==> src/verilog/socket_power_pkg.sv <==
package socket_power_pkg;
	localparam logic [11:0] ID_REV_OFFSET = 12'h800;
	localparam logic [11:0] IF_STATUS_OFFSET = 12'h801;
	localparam logic [11:0] POWER_CTRL_OFFSET = 12'h802;
	localparam logic [3:0] REV_OLDER = 4'h2;
	localparam logic [3:0] REV_RESET = 4'h4;
	localparam logic [7:0] POWER_CTRL_RESET = 8'h00;
	localparam int POWERED_BIT = 6;
	// Writable masks per model
	localparam logic [7:0] OLDER_WMASK = 8'hb3;
	localparam logic [7:0] NEWER_WMASK = 8'h9b;
	typedef enum logic [1:0] {VCC_OFF, VCC_RESERVED_BITS, VCC_5V, VCC_3V3} vcc_sel_t;
	typedef enum logic [1:0] {VPP_NONE, VPP_VCC, VPP_12V, VPP_RESERVED_BITS} vpp_sel_t;
	typedef struct packed {
		logic outputEnable;
		vcc_sel_t vcc;
		vpp_sel_t vpp;
		logic autoSwitch;
	} switch_req_t;
endpackage

==> src/verilog/pc_card_socket_power_control.sv <==
`timescale 1ns/10ps
`default_nettype none
module pc_card_socket_power_control
	import socket_power_pkg::*;
(
	input wire logic clk, // 200 MHz
	input wire logic sys_rst, // Sync reset, high
	input wire logic [11:0] regAddr, // Socket register offset
	input wire logic regWr, // Write strobe
	input wire logic regRd, // Read strobe
	input wire logic [7:0] regWdata, // Write data
	input wire logic sysAutoSwitchAllow, // System control bit 7
	input wire logic sysVccLevel3v3, // System control bit 2
	input wire logic [5:0] ifStatusIn, // Interface status bits 5-0
	output logic [7:0] regRdata, // Read data
	output logic cardOutputEnable, // Card outputs on
	output logic autoSwitchEn, // Auto power switching on
	output var vcc_sel_t vccLevelSelect, // Vcc to switch
	output var vpp_sel_t vppLevelSelect // Vpp to switch
);
	logic [3:0] revField_q;
	logic [7:0] powerCtrl_q;
	wire hitRev = regAddr == ID_REV_OFFSET;
	wire hitPower = regAddr == POWER_CTRL_OFFSET;
	wire hitStatus = regAddr == IF_STATUS_OFFSET;
	wire olderModel = revField_q == REV_OLDER;
	wire [7:0] wmask = olderModel ? OLDER_WMASK : NEWER_WMASK;
	// Stored bits outside the current model mask read zero
	wire [7:0] powerView = powerCtrl_q & wmask;
	wire vppRaw1 = powerView[1];
	wire vppRaw0 = powerView[0];
	wire [1:0] vppReq = {vppRaw1, vppRaw0};
	wire [1:0] oldVcc = sysVccLevel3v3 ? 2'h3 : 2'h2;
	// Older model: power enable plus system level choice
	wire [1:0] vccDec = olderModel ? (powerView[4] ? oldVcc : 2'h0)
		: powerView[4:3];
	wire vccOn = vccDec[1]; // reserved 01 counts as off
	wire [1:0] vppDec = vccOn ? vppReq : 2'h0;
	wire powered = vccOn;
	wire [7:0] statusView = {1'b0, powered, ifStatusIn};
	wire [7:0] revView = {4'h0, revField_q};
	wire [7:0] rdMux = hitPower ? powerView
		: hitStatus ? statusView
		: hitRev ? revView : 8'h00;

	always_ff @(posedge clk) begin
		if (sys_rst) begin
			revField_q <= REV_RESET;
			powerCtrl_q <= POWER_CTRL_RESET;
		end else if (regWr) begin
			if (hitRev)
				revField_q <= regWdata[3:0];
			if (hitPower)
				powerCtrl_q <= regWdata & wmask;
		end
	end

	always_ff @(posedge clk) begin
		if (sys_rst) begin
			regRdata <= 8'h00;
			cardOutputEnable <= 1'b0;
			autoSwitchEn <= 1'b0;
			vccLevelSelect <= VCC_OFF;
			vppLevelSelect <= VPP_NONE;
		end else begin
			regRdata <= regRd ? rdMux : 8'h00;
			cardOutputEnable <= powerView[7];
			autoSwitchEn <= olderModel & powerView[5] & sysAutoSwitchAllow;
			vccLevelSelect <= vcc_sel_t'(vccDec);
			vppLevelSelect <= vpp_sel_t'(vppDec);
		end
	end
endmodule
`default_nettype wire

==> config.mk <==
export PLATFORM = sky130hd
export DESIGN_NAME = pc_card_socket_power_control
export DESIGN_NICKNAME = d
export VERILOG_FILES = /design/src/verilog/socket_power_pkg.sv /design/src/verilog/pc_card_socket_power_control.sv
export SDC_FILE = /design/constraint.sdc
export NUM_CORES = 1
export LEC_CHECK = 0
export BUFFER_PORTS_ARGS = -buffer_cell sky130_fd_sc_hd__buf_4
export CORE_UTILIZATION = 45
export DETAILED_ROUTE_END_ITERATION = 8
export PLACE_DENSITY_LB_ADDON = 0.12
export REMOVE_ABC_BUFFERS = 1
export SETUP_SLACK_MARGIN = 0.5
export SLEW_MARGIN = 10
export SYNTH_ARGS = -nofsm -noshare
export SYNTH_HDL_FRONTEND = slang
export SYNTH_SLANG_ARGS = --single-unit
==> constraint.sdc <==
create_clock -name clk -period 1.65 [get_ports clk]
set_input_delay 0.33 -clock clk [delete_from_list [all_inputs] [get_ports clk]]
set_output_delay 0.33 -clock clk [all_outputs]
set_load 0.01 [all_outputs]
# Word-level counts from Yosys, hierarchy flattened
# Cells that the tools add are included.
# Widths: inputs -> output; s select.
[word_totals]
regBits = 26
inputBits = 32
out_inout_bits = 14
[classes]
reduce_logical = 4
n_bitwise = 6
eq_ne = 4
mux = 7
[op_table]
columns = ["cell", "n"]
rows = [
  ["$eq 12x12->1 const B", 3],
  ["$and 8x8->8", 2],
  ["$mux 8", 1],
  ["$mux 7", 1],
  ["$mux 6", 1],
  ["$eq 4x2->1 const B", 1],
  ["$mux 2", 2],
  ["$mux 4", 1],
  ["$reduce_and 2->1", 2],
  ["$reduce_or 2->1", 2],
  ["$and 1x1->1", 2],
  ["$not 1->1", 2],
  ["$mux 1", 1],
]

# Longest topological paths before layout
# Gate-level depths: netlist of the first run.
[logic_depth]
ltp_word = 7
depth_mapped = 5

# Worst setup path after synthesis of the first run
# OpenSTA, ideal clock, no wires.
[synth_path]
path_type = "in2reg"
from = "input regAddr[0]"
to = "register powerCtrl_q[3]"
required_time_ps = 1529
setup_slack_ps = 88
stages = 5
arrival_ps = 1440
path_cell_list = "buf_4 nor4b_4 and4_1 buf_6 mux2_4"
[synth_via]
elab_chain_len = 2
[synth_lines]
columns = ["item", "line_no", "text"]
rows = [
  ["start: declaration", "pc_card_socket_power_control.sv:8", "input wire logic [11:0] regAddr,"],
  ["$eq 12x12->1", "pc_card_socket_power_control.sv:24", "wire hitPower = regAddr == POWER_CTRL_OFFSET;"],
  ["$reduce_and 2->1 (no line)", "n/a", ""],
  ["end signal: assignment", "pc_card_socket_power_control.sv:54", "powerCtrl_q <= regWdata & wmask;"],
  ["end: declaration", "pc_card_socket_power_control.sv:22", "logic [7:0] powerCtrl_q;"],
]
# No other way between the ends.
# A chain may end at the register's enable or synchronous reset.

# Final worst setup path of the first run
[layout_path]
from = "register revField_q[2]"
to = "register regRdata[3]"
[layout_via]
elab_chain_len = 4
[layout_lines]
columns = ["item", "line_no", "text"]
rows = [
  ["start: declaration", "pc_card_socket_power_control.sv:21", "logic [3:0] revField_q;"],
  ["start signal: assignment", "pc_card_socket_power_control.sv:52", "revField_q <= regWdata[3:0];"],
  ["$eq 4x2->1", "pc_card_socket_power_control.sv:26", "wire olderModel = revField_q == REV_OLDER;"],
  ["$mux 6", "pc_card_socket_power_control.sv:27", "wire [7:0] wmask = olderModel ? OLDER_WMASK : NEWER_WMASK;"],
  ["$and 8x8->8", "pc_card_socket_power_control.sv:29", "wire [7:0] powerView = powerCtrl_q & wmask;"],
  ["$mux 8", "pc_card_socket_power_control.sv:42", "wire [7:0] rdMux = hitPower ? powerView"],
  ["end signal: assignment", "pc_card_socket_power_control.sv:66", "regRdata <= regRd ? rdMux : 8'h00;"],
  ["end: declaration", "pc_card_socket_power_control.sv:15", "output logic [7:0] regRdata,"],
]
# No other way between the ends.

==> results.ini, run 1 <==
[sta]
finalSetupViolations=0
worst_slew_pin_slew_ps=471.7
finalCritPeriodShare=0.7666
grt_setup_unrepaired=yes
hold_viol_final=0
max_freq_mhz=790.6
clock_skew_ps=2.320
period_needed_ps=1265
timing.hold.ws_ps=182.6
tns_ps=0
maxSlewViolCount=0
relSlewSlack=0.6831

[setup_path]
r2r_slack_ps=390
cp-endpoint=regRdata[3]
cp.required_ps=1870
crit_arrival_ps=1480
regToRegStartpoint=revField_q[2]
cp-end-kind=register
rr_worst_depth=3
crit_start=revField_q[2]
timing_worst_setup_path_type=register to register
cp-start-kind=register
critPathMaxFanout=4
r2r-end=regRdata[3]

[synth]
synthAdderAreaFrac=0
yosys.area_share.simple=0.3011
syn_avg_cell_area_um2=10.76
muxShareOfSynthArea=0.1554
synth_top_family_by_area=simple AND/OR/NAND/NOR gates
ys_warn_count=0
async_reset_ff_frac=0
yosysSeqAreaShare=0.4700
synthXorXnorAreaFrac=0
ys_ff_latch=24
synth_edf_count=0
ys.flop_type=dfxtp_1
synth_area_um2=1022
synth_compound_gate_area_share=0.04774
syn_inst=95
ys_types=30

[layout]
final_util=0.8009
stdcell_area_um2=1635
layout-drive-gt1-share=0.5192
syn2layout_area_growth_pct=59.98
fill_cells=138
fin_cells=183
antennaDiodeCount=0
nets=189

[worst_hold_path]
hold_start=regAddr[2]
hold_path.class=input pin to register

[placed_design]
place_area_um2=1409
gp_congestion=0.7951
hpwl_mm=1.746
placement.io_buffers=44
dp.cells=169

[global_routing]
grt_start_max_net_pins=20
grt-ovfl-total=0
grt_pass1_vias=978
grt_pass1_wl_mm=4.353
antenna_found_initial=0
grt_util_all_layers=0.2304

[die]
fp.dieW_um=49.66
num_io_pins=46
core_area_um2=2042
start_util=0.5006
die_area_um2=2466
die_height_um=49.66
core.rowCount=16

[job]
max_cap_violations=0

[detailed_routing]
drt-pass1-iter-count=4
vias_per_cell=5.186
dr.first_iter.drc_count=9
dr_total_vias=949
ant_nets=0
wirelength_mm=2.745
post_drt_wl_per_cell_um=15.00
drcViolationCount=0

[status]
status=completed

[clocking]
numCtsBuffers=3
clockBufferDepth=2
cts_tree=done
cts.sinks=24
clockRootBuffer=clkbuf_4
htreeDepth=1
insertion_delay_ps=310
clkTransAtPathRegs_ps=130
cts_hold_buf=0

[power]
powerDensity_nw_per_um2=617.1
ir_worst_vdd_mv=0.5723
power.leakage_uw=0.0006979

[cells in the mapped netlist (all sizes together) (3+ instances only)]
library cell,n,share of area
mux2,6,0.077
nor4b,3,0.047
mux2i,8,0.078
nand3,3,0.015
nand2,3,0.011
nor3,5,0.024
nor2b,5,0.031
nand2b,9,0.055
nor2,7,0.026
dfxtp,24,0.47
[per-stage QoR]
step,power (uW),worst slack [ps]
2_1_floorplan,617.2,113.7
3_3_place_gp,693.1,45.79
3_5_place_dp,696.1,13.39
4_1_cts,1006,409.3
5_1_grt,1043,345.3
6_report,1009,385.1
[worst min-delay path by stage]
stage | depth (start not counted) | end
2_1_floorplan | 1 | vccLevelSelect[0]
5_1_grt | 2 | regRdata[4]
6_report | 2 | regRdata[4]
3_3_place_gp | 2 | regRdata[7]
3_5_place_dp | 2 | regRdata[7]
4_1_cts | 2 | regRdata[4]
[kinds of logic after synthesis]
group           after synthesis
simple gates                 47
buf+inv                       4
mux                          14
compound gates                6
flops                        24
[layer usage]
layer,share of wire,track usage
met1,0.42,0.2667
met2,0.52,0.4279
met3,0.049,0.04012
met4,0.0051,0.06190
met5,0,0
[cell usage in the layout (no fill, tap or decap), drive strengths merged]
cell type / count
mux2i: 8
nor2: 7
nand2: 3
a2111oi: 1
nand3: 3
nor2b: 5
nor3: 5
or3: 1
nand2b: 9
nor4: 2
mux2: 6
a32oi: 1
or4b: 1
nand3b: 2
dfxtp: 24
and2: 2
nand4b: 2
nand4: 1
nor4b: 3
a22oi: 2
inv: 1
a21oi: 2
clkbuf: 4
buf: 60
and4: 1
[critical path, stage by stage (launching register included)]
cell and delay, ps:
dfxtp_4 390, or4b_4 530, a32oi_1 210, nor2_1 50
[cell type report]
type | count | area (um^2) | share of cell area
repair buffers | 60 | 493.0 | 0.3015
multi-input cells | 67 | 578.1 | 0.3535
clock buffers | 4 | 36.28 | 0.02219
well taps | 27 | 33.78 | 0.02066
inverters | 1 | 3.754 | 0.002295
flip-flops and latches | 24 | 490.5 | 0.2999
[registers in the layout, summed over array words and instances, names as in the netlist]
| name | count |
|---|---|
| autoSwitchEn | 1 |
| cardOutputEnable | 1 |
| powerCtrl_q | 6 |
| regRdata | 8 |
| revField_q | 4 |
| vccLevelSelect | 2 |
| vppLevelSelect | 2 |
[timing repair]
action | in CTS | in global routing
resized for setup | 20 | 8
setup buffers | 8 | 2
pin swaps | 7 | 10
setup endpoints to repair | 15 | 10
hold endpoints to repair | 0 | 0
[report_power, final]
group	switching, uW	internal (uW)	total [uW]
logic	45.3	77.5	123
clock network	176	135	310
registers	0.0302	576	576
No activity file was read; power rests on OpenSTA's default activity.
==> inputs of run 2 (changes only) <==
--- a/config.mk
+++ b/config.mk
@@ -5,8 +5,9 @@
 export SDC_FILE = /design/constraint.sdc
 export NUM_CORES = 1
 export LEC_CHECK = 0
+export ABC_AREA = 1
 export BUFFER_PORTS_ARGS = -buffer_cell sky130_fd_sc_hd__buf_4
-export CORE_UTILIZATION = 45
+export CORE_UTILIZATION = 42
 export DETAILED_ROUTE_END_ITERATION = 8
 export PLACE_DENSITY_LB_ADDON = 0.12
 export REMOVE_ABC_BUFFERS = 1
==> constraint.sdc (replaced) <==
create_clock -name clk -period 1.15 [get_ports clk]
set_input_delay 0.23 -clock clk [delete_from_list [all_inputs] [get_ports clk]]
set_output_delay 0.23 -clock clk [all_outputs]
set_load 0.01 [all_outputs]
==> results.ini, run 2 <==
[status]
status=completed

[detailed_routing]
vias_per_cell=5.030  ; -3.0%
post_drt_wl_per_cell_um=13.15  ; -12%
dr.first_iter.drc_count=34  ; +25
drt-pass1-iter-count=4  ; unchanged
dr_total_vias=1338  ; +41%
wirelength_mm=3.497  ; +27%
drcViolationCount=0  ; unchanged
ant_nets=0  ; unchanged

[power]
powerDensity_nw_per_um2=814.4  ; +32%
ir_worst_vdd_mv=0.7041  ; +23%
power.leakage_uw=0.001027  ; +47%
total_power_uw=1664  ; +65%

[sta]
finalSetupViolations=0  ; unchanged
worst_slew_pin_slew_ps=264.5  ; -207.2 ps
relSlewSlack=0.8233  ; +0.1401
clock_skew_ps=3.351  ; +1.030 ps
finalCritPeriodShare=0.8783
grt_setup_unrepaired=yes
hold_viol_final=0  ; unchanged
period_needed_ps=1010
max_freq_mhz=990.1
timing.hold.ws_ps=64.70  ; -117.9 ps
maxSlewViolCount=0  ; unchanged

[setup_path]
slowest_delay_ps=340  ; -190 ps
path_cells=buf_6
cp_top_family=flip-flops
cp_slowest_cell=dfxtp_2
crit_arrival_ps=780  ; -700 ps
worst-path-buf-inv=1  ; +1
timing_worst_setup_path_type=register to output pin
critPathMaxFanout=1  ; -3
cp.required_ps=920  ; -950 ps
cp-end-kind=output pin
cp-start-kind=register

[layout]
syn2layout_area_growth_pct=76.92
fin_cells=266  ; +45%
layout-drive-gt1-share=0.5678  ; +0.04857
final_util=0.8029  ; +0.001994
layout.cells.most_common=nand2_1
layout_common_cells=nand2_1, buf_4, buf_6
largest_reg_flops=8  ; unchanged
largest-register=regRdata
reg.largest.list=regRdata: 8 flops, powerCtrl_q: 6 flops, revField_q: 4 flops
nets=269  ; +42%
antennaDiodeCount=0  ; unchanged

[placed_design]
dp.cells=250  ; +48%
placement.io_buffers=44  ; unchanged
gp_congestion=0.7523  ; -5.4%
hpwl_mm=2.096  ; +20%

[synth]
syn_avg_cell_area_um2=6.793  ; -37%
yosysTopAreaCell=dfxtp_1
ys_types=19  ; -37%
async_reset_ff_frac=0  ; unchanged
ys_warn_count=0  ; unchanged
yosysSeqAreaShare=0.4160  ; -0.05398
synth_top_area_share=0.4160  ; -0.05398
synthMostInstantiatedCell=nand2_1
ys_ff_latch=24  ; unchanged
ys.flop_type=dfxtp_1
synth_edf_count=0  ; unchanged
synth_area_um2=1155  ; +13%
syn_inst=170  ; +79%
ys_top_cells_by_count=nand2_1, inv_1, dfxtp_1, nor2_1, nand3_1
ys_top_cells_by_area=dfxtp_1, nand2_1, inv_1, nor2_1, nand3_1

[die]
core_area_um2=2545  ; +25%
fp.dieW_um=54.44  ; +9.6%
die_height_um=54.44  ; +9.6%
start_util=0.4538  ; -0.04683
die_area_um2=2963  ; +20%
num_io_pins=46  ; unchanged
core.rowCount=18  ; +2

[clocking]
clockBufferDepth=2  ; unchanged
numCtsBuffers=3  ; unchanged
insertion_delay_ps=330  ; +20 ps
cts.sinks=24  ; unchanged
cts_hold_buf=0  ; unchanged
htreeDepth=1  ; unchanged
clockRootBuffer=clkbuf_4
clkTransAtPathRegs_ps=130  ; about the same
cts_tree=done

[global_routing]
grt_util_all_layers=0.2597  ; +0.02924
grt_start_max_net_pins=15  ; -25%
grt-ovfl-total=0  ; unchanged
grt_pass1_vias=1238  ; +27%
grt_pass1_wl_mm=5.375  ; +23%
antenna_found_initial=0  ; unchanged

[worst_hold_path]
hold_path.class=input pin to register

[job]
max_cap_violations=0  ; unchanged

## run 2: changes by cell type after synthesis, sizes merged, moves of 4 or more
| cell | delta |
|---|---|
| nor3 | -4 |
| mux2 | -6 |
| inv | +34 |
| nand4 | +9 |
| mux2i | -8 |
| nand3 | +13 |
| nand2b | -9 |
| nand2 | +44 |
| nor2b | -5 |
| nor2 | +22 |
## run 2: power by group
| group | switching [uW] | leakage, uW | internal [uW] |
|---|---|---|---|
| logic | 103 | 0.000796 | 112 |
| clock network | 271 | 0.0000279 | 353 |
| registers | 0.0619 | 0.000203 | 826 |
## run 2: final timing paths
path	endpoint	cells past startpoint	slack [ps]	startpoint
worst max-delay path	cardOutputEnable	1	140	cardOutputEnable
worst min-delay path	autoSwitchEn	2	60	sys_rst
worst max register to register	regRdata[5]	6	150	revField_q[1]
worst min register to register	regRdata[1]	2	470	powerCtrl_q[1]
## run 2: repair_timing
action,4_1_cts,5_1_grt
setup endpoints to repair,35,37
buffers inserted,8,3
pin swaps,35,25
resized for setup,78,19
gates cloned,1,0
## run 2: per-stage QoR
stage,setup TNS [ps],worst slack (ps),cell area (um^2)
after floorplan,0,8.966,1125
after global placement,-1249,-133.2,1568
after detailed placement,-1794,-159.3,1568
after CTS,0,147.1,1976
after global routing,0,79.81,2043
final,0,140.0,2043
## run 2: layout make-up
type / count / area (um^2)
Tap cell: 30 / 37.54
Timing Repair Buffer: 65 / 620.6
Clock buffer: 3 / 22.52
Multi-Input combinational cell: 108 / 691.9
Sequential cell: 24 / 509.2
Inverter: 35 / 131.4
Clock inverter: 1 / 30.03
Fill cell: 163 / 501.7
## run 2: per-layer routing
layer  up-vias  part of all wire  global-route usage
met1       630              0.41              0.2988
met4         0             0.029              0.1410
li1        652                 -                   -
met3        12             0.047             0.05000
met5         -                 0                   0
met2        44              0.51              0.4472
## run 2: kinds of logic after synthesis
family | count (synthesis) | synth area share
AO/OA/AOI/OAI | 4 | 0.01842
buffers and inverters | 39 | 0.1397
flip-flops | 24 | 0.4160
AND/OR/NAND/NOR | 103 | 0.4258
==> inputs of run 3 (changes only) <==
--- a/config.mk
+++ b/config.mk
@@ -7,9 +7,9 @@
 export LEC_CHECK = 0
 export ABC_AREA = 1
 export BUFFER_PORTS_ARGS = -buffer_cell sky130_fd_sc_hd__buf_4
-export CORE_UTILIZATION = 42
+export CORE_UTILIZATION = 51
 export DETAILED_ROUTE_END_ITERATION = 8
-export PLACE_DENSITY_LB_ADDON = 0.12
+export PLACE_DENSITY = 0.84
 export REMOVE_ABC_BUFFERS = 1
 export SETUP_SLACK_MARGIN = 0.5
 export SLEW_MARGIN = 10
==> constraint.sdc (replaced) <==
create_clock -name clk -period 1.3 [get_ports clk]
set_input_delay 0.26 -clock clk [delete_from_list [all_inputs] [get_ports clk]]
set_output_delay 0.26 -clock clk [all_outputs]
set_load 0.01 [all_outputs]
==> results.ini, run 3 <==
[clocking]
cts_hold_buf=0  ; unchanged
numCtsBuffers=3  ; unchanged
cts.sinks=24  ; unchanged
clockBufferDepth=2  ; unchanged
clockRootBuffer=clkbuf_4
htreeDepth=1  ; unchanged

[synth]
ys_ff_latch=24  ; unchanged
ys_warn_count=0  ; unchanged
ys_top_cells_by_count=nand2_1, inv_1, dfxtp_1, nor2_1, nand3_1
yosysSeqAreaShare=0.4160  ; unchanged
synth_area_um2=1155  ; unchanged
async_reset_ff_frac=0  ; unchanged
synth_edf_count=0  ; unchanged
synth_top_area_share=0.4160  ; unchanged
synthMostInstantiatedCell=nand2_1
yosysTopAreaCell=dfxtp_1
syn_avg_cell_area_um2=6.793  ; unchanged
ys.flop_type=dfxtp_1
ys_top_cells_by_area=dfxtp_1, nand2_1, inv_1, nor2_1, nand3_1
syn_inst=170  ; unchanged
ys_types=19  ; unchanged

[status]
status=stopped before the end
lastStage=global routing (5_1_grt)
error=[ERROR DPL-0038] Utilization greater than 100%, impossible to legalize

[placed_design]
place_area_um2=1564  ; -0.24%
placement.io_buffers=44  ; unchanged
dp_worst_setup_slack_ps=-22.52  ; +136.8 ps
gp_congestion=0.8099  ; +7.7%
hpwl_mm=2.197  ; +4.8%

[die]
core.rowCount=16  ; -2
die_height_um=49.59  ; -8.9%
start_util=0.5656  ; +0.1118
num_io_pins=46  ; unchanged
fp.dieW_um=49.59  ; -8.9%

[sta]
endpoint_type=register data pin
postGrtWorstEndpoint=regRdata[5]$_SDFF_PP0_/D

[global_routing]
grt_start_max_net_pins=15

run 3: cell counts after synthesis:
No cell type changed its count.
run 3: cells by family after synthesis:
group,after synthesis,share of synthesized area
AO/OA/AOI/OAI,4,0.01842
flip-flops,24,0.4160
AND/OR/NAND/NOR,103,0.4258
buffers and inverters,39,0.1397
run 3: per-stage QoR:
step / utilization / cells / hold slack [ps]
2_1_floorplan: - / 166 / 331.5
3_3_place_gp: 0.7659 / 247 / 440.1
3_5_place_dp: 0.7659 / 247 / 443.7
4_1_cts: 0.9203 / 254 / 104.0
run 3: timing repair:
action / CTS
pin swaps: 22
endpoints found under the setup margin: 34
gates resized for setup: 70
buffers inserted: 3
gates cloned: 0
==> inputs of run 4 (changes only) <==
--- a/config.mk
+++ b/config.mk
@@ -7,11 +7,11 @@
 export LEC_CHECK = 0
 export ABC_AREA = 1
 export BUFFER_PORTS_ARGS = -buffer_cell sky130_fd_sc_hd__buf_4
-export CORE_UTILIZATION = 51
+export CORE_AREA = 2 2 63 65
 export DETAILED_ROUTE_END_ITERATION = 8
-export PLACE_DENSITY = 0.84
+export DIE_AREA = 0 0 65 67
+export PLACE_DENSITY_LB_ADDON = 0.15
 export REMOVE_ABC_BUFFERS = 1
-export SETUP_SLACK_MARGIN = 0.5
 export SLEW_MARGIN = 10
 export SYNTH_ARGS = -nofsm -noshare
 export SYNTH_HDL_FRONTEND = slang
==> results.ini, run 4 (same netlist as run 2, synthesis figures left out) <==
[sta]
timing.hold.ws_ps=171.8
grt_setup_unrepaired=no
tns_ps=0
worst_slew_pin_slew_ps=229.6
hold_viol_final=0
clock_skew_ps=1.256
finalSetupViolations=0
period_needed_ps=1112
relSlewSlack=0.8466
maxSlewViolCount=0
finalCritPeriodShare=0.8558
max_freq_mhz=898.9

[clocking]
insertion_delay_ps=260
post_cts_buffers=0  ; -3
cts.sinks=24  ; unchanged
post_cts_resized=0  ; -100%
clockRootBuffer=clkbuf_8
cts_hold_buf=0  ; unchanged
clockBufferDepth=2  ; unchanged
htreeDepth=1  ; unchanged
clkTransAtPathRegs_ps=80
numCtsBuffers=3  ; unchanged
cts_tree=done

[power]
powerDensity_nw_per_um2=832.2
ir_worst_vdd_mv=0.3435
total_power_uw=1376
power.leakage_uw=0.0008739

[setup_path]
path_cells=inv_1 > nor2_1 > nand2_1 > nor2_1 > nand3_1 > a21oi_1
crit_arrival_ps=1310
cp-end-kind=register
cp_slowest_cell=dfxtp_1
worst-path-buf-inv=1
cp.required_ps=1500
cp_top_family=simple AND/OR/NAND/NOR gates
critPathMaxFanout=4
crit_top_cell=nor2_1
timing_worst_setup_path_type=register to register
cp-start-kind=register
slowest_delay_ps=330

[global_routing]
grt-ovfl-total=0
use_met2=0.2268
grt_start_max_net_pins=14
grt_util_all_layers=0.1315
grt.busiest_layer=met2
met1_usage=0.1569
use_met3=0.02027
antenna_found_initial=0
grt_pass1_vias=1046
grt_pass1_wl_mm=4.395

[placed_design]
placement.io_buffers=44  ; unchanged
gp_congestion=0.7434  ; -8.2%
hpwl_mm=2.065  ; -6.0%

[die]
die_area_um2=4355
core_area_um2=3606
die_height_um=67  ; +35%
fp.dieW_um=65  ; +31%
num_io_pins=46  ; unchanged
start_util=0.3203  ; -0.2453
core.rowCount=22  ; +6

[layout]
reg.largest.list=regRdata: 8 flops, powerCtrl_q: 6 flops, revField_q: 4 flops
syn2layout_area_growth_pct=43.12
fill_cells=406
largest-register=regRdata
antennaDiodeCount=0
layout-drive-gt1-share=0.3333
largest_reg_flops=8
nets=258
layout_common_cells=buf_4, nand2_1, inv_1
layout.cells.most_common=buf_4

[detailed_routing]
vias_per_cell=4.179
drt-pass1-iter-count=4
drcViolationCount=0
dr_total_vias=1141
dr.first_iter.drc_count=48
post_drt_wl_per_cell_um=9.454
wirelength_mm=2.581
ant_nets=0

[job]
max_cap_violations=0

[status]
status=completed

[worst_hold_path]
hold_path.class=input pin to register

==> run 4: routing by layer <==
metal  wire [um]  up-vias
met1        1176      481
met4          40        0
met5           0        -
met3         119        2
li1            -      630
met2        1244       28
==> run 4: final timing paths <==
path	end	slack, ps	from	cells past startpoint
worst min register to register	regRdata[0]	450	powerCtrl_q[0]	2
worst min-delay path	autoSwitchEn	170	sys_rst	2
worst max-delay path	regRdata[5]	190	revField_q[1]	6
worst max register to register	regRdata[5]	190	revField_q[1]	6
==> run 4: area by class of cell <==
| class | count | area (um^2) | share of cell area |
|---|---|---|---|
| inverters | 35 | 131.4 | 0.07949 |
| repair buffers | 55 | 412.9 | 0.2498 |
| flip-flops and latches | 24 | 480.5 | 0.2907 |
| multi-input cells | 107 | 513.0 | 0.3104 |
| well taps | 48 | 60.06 | 0.03634 |
| clock buffers | 4 | 55.05 | 0.03331 |
==> run 4: report_power, final <==
part,switching (uW),internal (uW)
registers,0.0375,734
clock network,228,270
logic,64.4,79.1
==> run 4: through the flow <==
step,instances,utilization,instance area (um^2),worst slack [ps]
after global placement,269,0.4431,1598,-8.050
after floorplan,166,-,1125,129.0
final,273,0.4584,1653,187.5
after CTS,273,0.4584,1653,161.7
after detailed placement,269,0.4431,1598,-2.466
after global routing,273,0.4584,1653,32.15
